--- config.mk ---
export PLATFORM = sky130hd
export DESIGN_NAME = ird_router
export DESIGN_NICKNAME = d
export VERILOG_FILES = /design/src/common/ird_pkg.sv /design/src/design/ird_router.sv
export VERILOG_INCLUDE_DIRS = /design/src /design/src/common
export SDC_FILE = /design/constraint.sdc
export NUM_CORES = 1
export LEC_CHECK = 0
export BUFFER_PORTS_ARGS = -buffer_cell sky130_fd_sc_hd__buf_2
export CAP_MARGIN = 20
export CORE_ASPECT_RATIO = 0.7
export CORE_MARGIN = 2
export CORE_UTILIZATION = 49
export DETAILED_ROUTE_END_ITERATION = 12
export GPL_TIMING_DRIVEN = 0
export PLACE_DENSITY = 0.79
export SYNTH_ARGS = -nofsm -noshare
export SYNTH_HDL_FRONTEND = slang
export SYNTH_SLANG_ARGS = --single-unit
--- constraint.sdc ---
create_clock -name CLK -period 4.2 [get_ports CLK]
set_input_delay 0.42 -clock CLK [delete_from_list [all_inputs] [get_ports CLK]]
set_output_delay 0.42 -clock CLK [all_outputs]
set_load 0.01 [all_outputs]
--- src/common/ird_defines.svh ---
// Register offsets, field positions, reset values and device numbers
//
// Overview of operation
// Four-bit interrupt level per device: zero is none, 1..15 select IRQ1..IRQ15.
// Pin interrupts are active-high edges, except parallel port in ECP/EPP modes.
// Chosen level drives both the serial IRQ vector and the ISA pins.
// Software must program parallel config-B shadow IRQ/DMA bits separately.
// Both serial ports may share one interrupt pin when configured.
// Floppy interrupt needs nonzero level and the floppy DMA gate set.
// Parallel interrupt needs level, port enable, and clear ECP service bit; the code skips the port enable in FIFO, ECP and test modes.
// Serial interrupt needs level, any enable bit 0..3, and aux output two.
// Interrupt pins float when no device selects or uses them.
// Three-bit DMA select: 0..3 pick a channel, 4..7 pick none.
// DMA channel active only with valid select and owning device's enable.
// DMA request pins float when no device selects or uses them.
// Inactive, out-of-range or unselected devices lose interrupt and acknowledge.
// Floppy gate clear or power down floats interrupt and acknowledge.
// First serial interrupt floats while its aux output two is clear.
// Second serial interrupt floats while its aux output two is clear.
// Second serial DMA request floats unless enabled; then low until requesting.
// Parallel interrupt gating per mode; parallel DMA always by ECP enable.
// Select registers read back as written and take effect immediately.
`ifndef IRD_DEFINES_SVH
`define IRD_DEFINES_SVH

`define IRD_OFS_DEV_NUM 8'h07
`define IRD_OFS_ACTIVATE 8'h30
`define IRD_OFS_IRQ_LEVEL 8'h70
`define IRD_OFS_DMA_CHAN 8'h74
`define IRD_OFS_SHARE 8'hF0

`define IRD_LDN_FLOPPY 8'h00
`define IRD_LDN_PARALLEL 8'h03
`define IRD_LDN_SERIAL1 8'h04
`define IRD_LDN_SERIAL2 8'h05

`define IRD_ACT_BIT 0
`define IRD_SHARE_BIT 0
`define IRD_DMA_NONE_BIT 2

`define IRD_RST_LDN 8'h00
`define IRD_RST_IRQ_LEVEL 4'h0
`define IRD_RST_DMA_CHAN 3'h4

`endif

--- src/common/ird_pkg.sv ---
// Types shared by the interrupt and DMA router
package ird_pkg;
    typedef logic [3:0] ird_irq_lvl_t;
    typedef logic [2:0] ird_dma_sel_t;
    typedef enum logic [2:0] {
        IRD_PM_PRINTER = 3'h0,
        IRD_PM_SPP = 3'h1,
        IRD_PM_FIFO = 3'h2,
        IRD_PM_ECP = 3'h3,
        IRD_PM_EPP = 3'h4,
        IRD_PM_RES = 3'h5,
        IRD_PM_TEST = 3'h6,
        IRD_PM_CONFIG = 3'h7
    } ird_par_mode_t;
    typedef enum logic [1:0] {
        IRD_DEV_FLOPPY,
        IRD_DEV_PARALLEL,
        IRD_DEV_SERIAL1,
        IRD_DEV_SERIAL2
    } ird_dev_t;
endpackage

--- src/design/ird_router.sv ---
// Interrupt level and DMA channel routing for four logical devices
//
// Local design decision: the address-and-strobe port.
`include "ird_defines.svh"

module ird_router import ird_pkg::*; (
    input wire logic CLK,
    input wire logic RST_B,
    input wire logic [7:0] REG_ADDR,
    input wire logic [7:0] REG_WDATA,
    input wire logic REG_WR,
    input wire logic REG_RD,
    output logic [7:0] REG_RDATA,
    input wire logic [3:0] ADDR_IN_RANGE,
    input wire logic [3:0] DEV_IRQ_REQ,
    input wire logic [3:0] DEV_DMA_REQ,
    input wire logic FLOPPY_DMA_GATE,
    input wire logic FLOPPY_POWER_DOWN,
    input wire logic PORT_INTERRUPT_ENABLE,
    input wire logic ECP_SERVICE_INTERRUPT_MASK,
    input wire logic ECP_DMA_ENABLE_BIT,
    input wire logic [2:0] PARALLEL_MODE,
    input wire logic [3:0] SERIAL1_INTERRUPT_ENABLE_REG,
    input wire logic SERIAL1_MODEM_AUX_OUTPUT_TWO,
    input wire logic [3:0] SERIAL2_INTERRUPT_ENABLE_REG,
    input wire logic SERIAL2_MODEM_AUX_OUTPUT_TWO,
    input wire logic SERIAL2_CFG_B_DMA_ENABLE,
    input wire logic [3:0] DMA_ACKNOWLEDGE_N,
    output logic [15:0] IRQ_OUT,
    output logic [15:0] IRQ_OE,
    output logic [15:0] SERIAL_IRQ_LEVELS,
    output logic [3:0] DMA_REQUEST_PIN_OUT,
    output logic [3:0] DMA_REQUEST_PIN_OE,
    output logic [3:0] DEV_DMA_ACK_N
);

    ////////////////////////////////////////////////////////////////////////
    // Configuration registers

    logic [7:0] ldn_q;
    ird_irq_lvl_t irq_lvl_q [4];
    ird_dma_sel_t dma_sel_q [4];
    logic [3:0] act_q;
    logic share_q;

    wire dev_hit = (ldn_q == `IRD_LDN_FLOPPY) ||
                   (ldn_q == `IRD_LDN_PARALLEL) ||
                   (ldn_q == `IRD_LDN_SERIAL1) ||
                   (ldn_q == `IRD_LDN_SERIAL2);
    wire [1:0] dev_idx = (ldn_q == `IRD_LDN_PARALLEL) ? 2'h1 :
                         (ldn_q == `IRD_LDN_SERIAL1) ? 2'h2 :
                         (ldn_q == `IRD_LDN_SERIAL2) ? 2'h3 : 2'h0;
    wire wr_ldn = REG_WR && (REG_ADDR == `IRD_OFS_DEV_NUM);
    wire wr_dev = REG_WR && dev_hit;
    wire wr_act = wr_dev && (REG_ADDR == `IRD_OFS_ACTIVATE);
    wire wr_irq = wr_dev && (REG_ADDR == `IRD_OFS_IRQ_LEVEL);
    wire wr_dma = wr_dev && (REG_ADDR == `IRD_OFS_DMA_CHAN);
    wire wr_share = wr_dev && (REG_ADDR == `IRD_OFS_SHARE) &&
                    (dev_idx == 2'(IRD_DEV_SERIAL1));

    always_ff @(posedge CLK or negedge RST_B) begin
        if (!RST_B) begin
            ldn_q <= `IRD_RST_LDN;
            share_q <= 1'b0;
        end else begin
            if (wr_ldn) begin
                ldn_q <= REG_WDATA;
            end
            if (wr_share) begin
                share_q <= REG_WDATA[`IRD_SHARE_BIT];
            end
        end
    end

    for (genvar g = 0; g < 4; g++) begin : g_cfg
        wire sel = (dev_idx == 2'(g));
        always_ff @(posedge CLK or negedge RST_B) begin
            if (!RST_B) begin
                irq_lvl_q[g] <= `IRD_RST_IRQ_LEVEL;
                dma_sel_q[g] <= `IRD_RST_DMA_CHAN;
                act_q[g] <= 1'b0;
            end else begin
                if (wr_irq && sel) begin
                    irq_lvl_q[g] <= REG_WDATA[3:0];
                end
                if (wr_dma && sel) begin
                    dma_sel_q[g] <= REG_WDATA[2:0];
                end
                if (wr_act && sel) begin
                    act_q[g] <= REG_WDATA[`IRD_ACT_BIT];
                end
            end
        end
    end

    // Read data for the cycle after the strobe; unmapped reads give zero
    wire [7:0] rd_d =
        (REG_ADDR == `IRD_OFS_DEV_NUM) ? ldn_q :
        !dev_hit ? 8'h00 :
        (REG_ADDR == `IRD_OFS_ACTIVATE) ? {7'h00, act_q[dev_idx]} :
        (REG_ADDR == `IRD_OFS_IRQ_LEVEL) ? {4'h0, irq_lvl_q[dev_idx]} :
        (REG_ADDR == `IRD_OFS_DMA_CHAN) ? {5'h00, dma_sel_q[dev_idx]} :
        ((REG_ADDR == `IRD_OFS_SHARE) &&
         (dev_idx == 2'(IRD_DEV_SERIAL1))) ? {7'h00, share_q} : 8'h00;

    always_ff @(posedge CLK or negedge RST_B) begin
        if (!RST_B) begin
            REG_RDATA <= 8'h00;
        end else begin
            REG_RDATA <= REG_RD ? rd_d : 8'h00;
        end
    end

    ////////////////////////////////////////////////////////////////////////
    // Per-device enables

    wire [3:0] base_ok = act_q & ADDR_IN_RANGE;
    ird_irq_lvl_t eff_lvl [4];
    assign eff_lvl[0] = irq_lvl_q[0];
    assign eff_lvl[1] = irq_lvl_q[1];
    assign eff_lvl[2] = irq_lvl_q[2];
    // Shared mode puts the second serial port on the first one's pin
    assign eff_lvl[3] = share_q ? irq_lvl_q[2] : irq_lvl_q[3];

    wire [3:0] lvl_ok = {eff_lvl[3] != 4'h0, eff_lvl[2] != 4'h0,
                         eff_lvl[1] != 4'h0, eff_lvl[0] != 4'h0};
    wire [3:0] chan_ok = {~dma_sel_q[3][`IRD_DMA_NONE_BIT],
                          ~dma_sel_q[2][`IRD_DMA_NONE_BIT],
                          ~dma_sel_q[1][`IRD_DMA_NONE_BIT],
                          ~dma_sel_q[0][`IRD_DMA_NONE_BIT]};

    ird_par_mode_t par_mode;
    assign par_mode = ird_par_mode_t'(PARALLEL_MODE);
    wire par_irq_on = (par_mode == IRD_PM_FIFO) ||
                      (par_mode == IRD_PM_ECP) ||
                      (par_mode == IRD_PM_TEST);
    wire par_ecp = (par_mode == IRD_PM_ECP);
    // ECP and EPP requests leave the pin active low
    wire par_low = par_ecp || (par_mode == IRD_PM_EPP);
    wire floppy_live = FLOPPY_DMA_GATE && !FLOPPY_POWER_DOWN;

    wire [3:0] irq_dev_en;
    assign irq_dev_en[0] = base_ok[0] && lvl_ok[0] && floppy_live;
    assign irq_dev_en[1] = base_ok[1] && lvl_ok[1] &&
                           (par_irq_on || PORT_INTERRUPT_ENABLE) &&
                           !(par_ecp && ECP_SERVICE_INTERRUPT_MASK);
    assign irq_dev_en[2] = base_ok[2] && lvl_ok[2] &&
                           (|SERIAL1_INTERRUPT_ENABLE_REG) &&
                           SERIAL1_MODEM_AUX_OUTPUT_TWO;
    assign irq_dev_en[3] = base_ok[3] && lvl_ok[3] &&
                           (|SERIAL2_INTERRUPT_ENABLE_REG) &&
                           SERIAL2_MODEM_AUX_OUTPUT_TWO;

    wire [3:0] dma_dev_en;
    assign dma_dev_en[0] = base_ok[0] && chan_ok[0] && floppy_live;
    assign dma_dev_en[1] = base_ok[1] && chan_ok[1] &&
                           ECP_DMA_ENABLE_BIT;
    // The first serial port has no DMA engine
    assign dma_dev_en[2] = 1'b0;
    assign dma_dev_en[3] = base_ok[3] && chan_ok[3] &&
                           SERIAL2_CFG_B_DMA_ENABLE;

    wire [3:0] irq_val = DEV_IRQ_REQ ^ {2'b00, par_low, 1'b0};

    ////////////////////////////////////////////////////////////////////////
    // Pin routing

    logic [15:0] irq_out_d;
    logic [15:0] irq_oe_d;
    logic [15:0] sirq_d;
    for (genvar k = 0; k < 16; k++) begin : g_irq
        wire [3:0] hit = {eff_lvl[3] == 4'(k), eff_lvl[2] == 4'(k),
                          eff_lvl[1] == 4'(k), eff_lvl[0] == 4'(k)};
        assign irq_oe_d[k] = |(hit & irq_dev_en);
        assign irq_out_d[k] = |(hit & irq_dev_en & irq_val);
        assign sirq_d[k] = |(hit & irq_dev_en & DEV_IRQ_REQ);
    end

    logic [3:0] ack_meta_q;
    logic [3:0] ack_sync_q;
    logic [3:0] drq_out_d;
    logic [3:0] drq_oe_d;
    logic [3:0] dack_n_d;
    for (genvar c = 0; c < 4; c++) begin : g_dma
        wire [3:0] hit = {dma_sel_q[3] == {1'b0, 2'(c)},
                          dma_sel_q[2] == {1'b0, 2'(c)},
                          dma_sel_q[1] == {1'b0, 2'(c)},
                          dma_sel_q[0] == {1'b0, 2'(c)}};
        assign drq_oe_d[c] = |(hit & dma_dev_en);
        // Driven low while idle, high while the owner requests
        assign drq_out_d[c] = |(hit & dma_dev_en & DEV_DMA_REQ);
        // Disabled devices never see an acknowledge
        assign dack_n_d[c] = ~(dma_dev_en[c] &&
                              !ack_sync_q[dma_sel_q[c][1:0]]);
    end

    always_ff @(posedge CLK or negedge RST_B) begin
        if (!RST_B) begin
            ack_meta_q <= 4'hF;
            ack_sync_q <= 4'hF;
        end else begin
            ack_meta_q <= DMA_ACKNOWLEDGE_N;
            ack_sync_q <= ack_meta_q;
        end
    end

    always_ff @(posedge CLK or negedge RST_B) begin
        if (!RST_B) begin
            IRQ_OUT <= 16'h0000;
            IRQ_OE <= 16'h0000;
            SERIAL_IRQ_LEVELS <= 16'h0000;
            DMA_REQUEST_PIN_OUT <= 4'h0;
            DMA_REQUEST_PIN_OE <= 4'h0;
            DEV_DMA_ACK_N <= 4'hF;
        end else begin
            IRQ_OUT <= irq_out_d;
            IRQ_OE <= irq_oe_d;
            SERIAL_IRQ_LEVELS <= sirq_d;
            DMA_REQUEST_PIN_OUT <= drq_out_d;
            DMA_REQUEST_PIN_OE <= drq_oe_d;
            DEV_DMA_ACK_N <= dack_n_d;
        end
    end

    ////////////////////////////////////////////////////////////////////////
    // Checks

    level_readback_a: assert property (
        @(posedge CLK) disable iff (!RST_B)
        wr_irq |=> irq_lvl_q[$past(dev_idx)] == $past(REG_WDATA[3:0]))
        else $error("interrupt level not stored");

    irq_idle_float_a: assert property (
        @(posedge CLK) disable iff (!RST_B)
        (lvl_ok == 4'h0) |=> (IRQ_OE == 16'h0000))
        else $error("interrupt pin driven with no level selected");

    floppy_gate_a: assert property (
        @(posedge CLK) disable iff (!RST_B)
        !FLOPPY_DMA_GATE |=> DEV_DMA_ACK_N[0])
        else $error("floppy acknowledge with gate clear");

    dma_none_a: assert property (
        @(posedge CLK) disable iff (!RST_B)
        (chan_ok == 4'h0) |=> (DMA_REQUEST_PIN_OE == 4'h0))
        else $error("DMA pin driven with no channel selected");

    serial2_drq_a: assert property (
        @(posedge CLK) disable iff (!RST_B)
        dma_dev_en[3] |=> DMA_REQUEST_PIN_OE[$past(dma_sel_q[3][1:0])] &&
            (DMA_REQUEST_PIN_OUT[$past(dma_sel_q[3][1:0])] ||
             !$past(DEV_DMA_REQ[3])))
        else $error("second serial DMA pin not driven");

    floppy_irq_pin_a: assert property (
        @(posedge CLK) disable iff (!RST_B)
        (irq_dev_en[0] && DEV_IRQ_REQ[0]) |=>
            IRQ_OUT[$past(irq_lvl_q[0])] &&
            SERIAL_IRQ_LEVELS[$past(irq_lvl_q[0])])
        else $error("floppy request not routed");

    serial1_modem_aux_output_two_a: assert property (
        @(posedge CLK) disable iff (!RST_B)
        (!SERIAL1_MODEM_AUX_OUTPUT_TWO && (irq_dev_en & 4'hB) == 4'h0) |=>
            (IRQ_OE == 16'h0000))
        else $error("first serial interrupt driven with aux two clear");

    par_mode_on_a: assert property (
        @(posedge CLK) disable iff (!RST_B)
        (par_mode == IRD_PM_FIFO && base_ok[1] && lvl_ok[1]) |=>
            IRQ_OE[$past(irq_lvl_q[1])])
        else $error("parallel interrupt not always on in fifo mode");

    shared_pin_a: assert property (
        @(posedge CLK) disable iff (!RST_B)
        (share_q && irq_dev_en[3] && DEV_IRQ_REQ[3]) |=>
            SERIAL_IRQ_LEVELS[$past(irq_lvl_q[2])])
        else $error("shared serial interrupt not on common level");

    inactive_dack_a: assert property (
        @(posedge CLK) disable iff (!RST_B)
        !act_q[1] |=> DEV_DMA_ACK_N[1] && !DMA_REQUEST_PIN_OE[$past(
            dma_sel_q[1][1:0])] || $past(dma_dev_en[0] || dma_dev_en[3]))
        else $error("inactive parallel port still acknowledged");

    ////////////////////////////////////////////////////////////////////////
    // Per-device gating seen at the pins, then polarity, routing and readback checks

    par_svc_mask_a: assert property (
        @(posedge CLK) disable iff (!RST_B)
        (par_ecp && ECP_SERVICE_INTERRUPT_MASK &&
         (irq_dev_en & 4'hD) == 4'h0) |=> (IRQ_OE == 16'h0000))
        else $error("parallel interrupt driven with service bit set");

    par_ie_gate_a: assert property (
        @(posedge CLK) disable iff (!RST_B)
        (!par_irq_on && !PORT_INTERRUPT_ENABLE &&
         (irq_dev_en & 4'hD) == 4'h0) |=> (IRQ_OE == 16'h0000))
        else $error("parallel interrupt driven with port enable clear");

    serial2_modem_aux_output_two_a: assert property (
        @(posedge CLK) disable iff (!RST_B)
        (!SERIAL2_MODEM_AUX_OUTPUT_TWO && (irq_dev_en & 4'h7) == 4'h0) |=>
            (IRQ_OE == 16'h0000))
        else $error("second serial interrupt driven with aux two clear");

    serial_ier_a: assert property (
        @(posedge CLK) disable iff (!RST_B)
        (SERIAL1_INTERRUPT_ENABLE_REG == 4'h0 &&
         (irq_dev_en & 4'hB) == 4'h0) |=> (IRQ_OE == 16'h0000))
        else $error("first serial interrupt driven with no enable bit");

    floppy_power_a: assert property (
        @(posedge CLK) disable iff (!RST_B)
        (FLOPPY_POWER_DOWN && (irq_dev_en & 4'hE) == 4'h0) |=>
            (IRQ_OE == 16'h0000) && DEV_DMA_ACK_N[0])
        else $error("floppy interrupt driven while powered down");

    floppy_irq_gate_a: assert property (
        @(posedge CLK) disable iff (!RST_B)
        (!FLOPPY_DMA_GATE && (irq_dev_en & 4'hE) == 4'h0) |=>
            (IRQ_OE == 16'h0000))
        else $error("floppy interrupt driven with gate clear");

    serial2_drq_off_a: assert property (
        @(posedge CLK) disable iff (!RST_B)
        (!SERIAL2_CFG_B_DMA_ENABLE && (dma_dev_en & 4'h3) == 4'h0) |=>
            (DMA_REQUEST_PIN_OE == 4'h0))
        else $error("second serial DMA pin driven while disabled");

    range_gate_a: assert property (
        @(posedge CLK) disable iff (!RST_B)
        (!ADDR_IN_RANGE[0] && (irq_dev_en & 4'hE) == 4'h0 &&
         (dma_dev_en & 4'hE) == 4'h0) |=>
            (IRQ_OE == 16'h0000) && (DMA_REQUEST_PIN_OE == 4'h0) &&
            DEV_DMA_ACK_N[0])
        else $error("floppy routed with address out of range");

    ecp_polarity_a: assert property (
        @(posedge CLK) disable iff (!RST_B)
        (irq_dev_en == 4'h2 && par_low && DEV_IRQ_REQ[1]) |=>
            !IRQ_OUT[$past(irq_lvl_q[1])])
        else $error("extended parallel request not driven low");

    edge_high_a: assert property (
        @(posedge CLK) disable iff (!RST_B)
        (irq_dev_en[2] && DEV_IRQ_REQ[2]) |=> IRQ_OUT[$past(eff_lvl[2])])
        else $error("serial request not driven high");

    dma_owner_a: assert property (
        @(posedge CLK) disable iff (!RST_B)
        (dma_dev_en[0] && DEV_DMA_REQ[0]) |=>
            DMA_REQUEST_PIN_OUT[$past(dma_sel_q[0][1:0])])
        else $error("floppy DMA request not routed");

    dma_ack_route_a: assert property (
        @(posedge CLK) disable iff (!RST_B)
        (dma_dev_en[3] && !ack_sync_q[dma_sel_q[3][1:0]]) |=>
            !DEV_DMA_ACK_N[3])
        else $error("second serial acknowledge not passed on");

    rdata_idle_a: assert property (
        @(posedge CLK) disable iff (!RST_B)
        !REG_RD |=> (REG_RDATA == 8'h00))
        else $error("read data present without a read");

    dma_readback_a: assert property (
        @(posedge CLK) disable iff (!RST_B)
        wr_dma |=> dma_sel_q[$past(dev_idx)] == $past(REG_WDATA[2:0]))
        else $error("DMA select not stored");

    level_select_a: assert property (
        @(posedge CLK) disable iff (!RST_B)
        (irq_dev_en == 4'h1) |=>
            (IRQ_OE == (16'h0001 << $past(irq_lvl_q[0]))))
        else $error("floppy interrupt on wrong level");

    dma_select_a: assert property (
        @(posedge CLK) disable iff (!RST_B)
        (dma_dev_en == 4'h1) |=>
            (DMA_REQUEST_PIN_OE == (4'h1 << $past(dma_sel_q[0][1:0]))))
        else $error("floppy DMA on wrong channel");

endmodule

==> flow_summary.ini <==
[run_status]
status = finished with violations
violations = hold timing

[power]
total_power_mw = 2.690
power_per_cell_area_nw_per_um2 = 374.7
p_clk_share_pct = 51.0
p_sw_mw = 0.6526
worst_ir_drop_vdd_mv = 0.3022
power_frac_seq_pct = 42.6
cellInternalPower_mw = 2.037
netSwitchingFraction_pct = 24.26
leakagePower_nw = 3.461
p_comb_share_pct = 6.5

[synth]
yosysWarnings = 0
synth_area_um2 = 5756
syn_area_per_cell_um2 = 11.03
synth-seq-cells = 116
synthTopCellsByArea = dfrtp_1, mux2_2, dfstp_2, nand2_1, and3_1
synth_most_common_cell = dfrtp_1
seq_area_frac_synth_pct = 50.76
synthDistinctLibCells = 69
async_reset_ff_share_pct = 100.0
yosysTopAreaCellShare_pct = 43.91
netlist_top_cells_count = dfrtp_1, mux2_2, nand2_1
synth_edf_count = 0
synth-main-ff-cell = dfrtp_1
synth_top_area_cell = dfrtp_1
syn_inst = 522

[sta]
final-max-slew-violation-count = 0
rsz0062_at_grt = no
setup-violations-final = 0
slew_headroom_pct = 26.60
min_period_ns = 2.479
tns_ns = 0
setup_ws_ns = 1.721
timing.fmax_ghz = 0.4034
finalHoldViolCount = 4
clock_skew_ns = 0.006958
fin_crit_sh_pct = 59.03
tightest_slew_ns = 1.093
worst_hold_slack_ns = -0.01775

[critical_path]
path_cells = or4_4 -> buf_6 -> nor2_2 -> nand4_1 -> nor2_1 -> mux2_2
r2r_cells = 6
critPathBufInv = 1
critPathTopFamily = simple AND/OR/NAND/NOR gates
worstSetupPathType = flop to flop
crit_path_end_kind = flop
cp.depth = 6
worstPathRequired_ns = 4.50
cpMaxStageDelayCell = or4_4
slowest_delay_ns = 0.54
arrival_ns = 2.78
cp_max_fo = 7
startpoint_type = flop

[clocking]
cts_buffers = 17
cts_root_buf = clkbuf_16
postCtsSetupBuffers = 0
clkTransAtPathRegs_ns = 0.06
clock_latency_ns = 0.42
cts_buffer_depth = 2
cts_max_level = 4
hold_buffers = 0
post_cts_resized = 0
cts_tree = built
cts.sinks = 116

[route]
route.antenna.remaining_nets = 0
wl_per_cell_um = 20.79
drt_pass1_iterations = 5
drcViolationCount = 0
via_per_inst = 6.199
first_iter_violations = 402
via_count = 5182
routed_wl_mm = 17.38

[floorplanning]
num_rows = 33
die_height_um = 94.68
fp.dieW_um = 133.5
die_area_um2 = 12640
core_um2 = 11560
start_util_pct = 49.78
io-pin-count = 123

[placed_design]
portBuffers = 118
place_ws_ns = 1.564
gp_congestion = 0.9921
place_area_um2 = 6603
placed_cells = 802
dpl.hpwl_mm = 12.51

[hold_path]
hp-class = input pin to asynchronous set/reset pin

[grt]
antenna_found_initial = 0
grt_pass1_vias = 5019
grt_overflow_total = 0
grtUsageTotal_pct = 28.67
grt_max_degree = 76
grt_pass1_wl_mm = 27.41

[layout]
final_core_util_pct = 62.09
nets = 721
diodes = 0
layout.cells.non_filler = 836
final_area_um2 = 7178
drive_gt1_share_pct = 35.64
area.growth.synth_to_final_pct = 24.72

[job]
maxCapViolations = 0
[cells by family after synthesis]
group                     synth area share, %
AOI/OAI and AO/OA                       17.00
muxes                                   10.59
buffers and inverters                   2.457
other                                  0.1305
DFF                                     50.76
xor gates and xnor gates               0.4566
and+or+nand+nor                         18.61
[cell type report]
type / count / area [µm²]
sequential: 116 / 2922
inverter: 5 / 18.77
tap: 157 / 196.4
fill: 953 / 4383
clock buffer: 20 / 456.7
clock inverter: 12 / 106.4
timing repair buffer: 123 / 643.1
buffer: 27 / 122.6
multi-input combinational: 376 / 2713
[worst paths after layout]
path | end | startpoint | slack, ns
setup / recovery | dma_sel_q[7] | ldn_q[6] | 1.72
hold / removal | ldn_q[7] | RST_B | -0.02
setup reg to reg | dma_sel_q[7] | ldn_q[6] | 1.72
hold reg to reg | ack_sync_q[1] | ack_meta_q[1] | 0.35
max in group asynchronous | DEV_DMA_ACK_N[0] | RST_B | 3.42
min in group CLK | ack_meta_q[0] | DMA_ACKNOWLEDGE_N[0] | 0.10
[metal layers]
metal	wire length [µm]	global-route usage, %	up-vias
met1	7854	41.66	2580
met3	1844	8.052	30
li1	-	-	2275
met4	248	9.574	0
met5	0	0	-
met2	7435	41.49	297
[layout by cell type, fill, tap and decap left out, drive strengths merged, types with 5 or more instances in the layout]
master | synthesis | final
or2 | 5 | 5
a22o | 10 | 10
o221ai | 9 | 9
clkinv | 0 | 6
clkbuf | 17 | 39
mux2i | 8 | 8
a21oi | 14 | 14
dfstp | 15 | 15
dfrtp | 101 | 101
and2 | 8 | 8
nand2 | 38 | 38
or4 | 5 | 5
a32o | 9 | 9
o21ai | 21 | 21
nor2 | 35 | 35
nor3 | 9 | 9
o31ai | 11 | 11
a21o | 9 | 9
buf | 10 | 131
nor2b | 9 | 9
nor3b | 5 | 5
mux2 | 41 | 41
inv | 5 | 6
nand2b | 8 | 8
o211ai | 5 | 5
nand3 | 19 | 19
nor4 | 9 | 9
and3 | 17 | 17
[worst reg2reg max path: stages (launching register included)]
cell and delay (ns):
dfrtp_1 0.39, or4_4 0.54, buf_6 0.15, nor2_2 0.24, nand4_1 0.30, nor2_1 0.37, mux2_2 0.38
[power groups by stage]
stage | Combinational [mW] | Clock (mW) | Sequential [mW]
2_1_floorplan | 0.0812 | 0 | 1.16
3_3_place_gp | 0.162 | 0 | 1.16
3_5_place_dp | 0.171 | 0 | 1.16
4_1_cts | 0.172 | 1.38 | 1.14
5_1_grt | 0.188 | 1.44 | 1.15
6_report | 0.174 | 1.37 | 1.15
[registers in the layout, indices dropped and copies added, names as in the netlist, 8 cells and up]
register and count:
IRQ_OE 16, IRQ_OUT 16, REG_RDATA 8, SERIAL_IRQ_LEVELS 16, dma_sel_q 12, eff_lvl 12, ldn_q 8
Note: power is estimated with default switching activity, not from simulation.
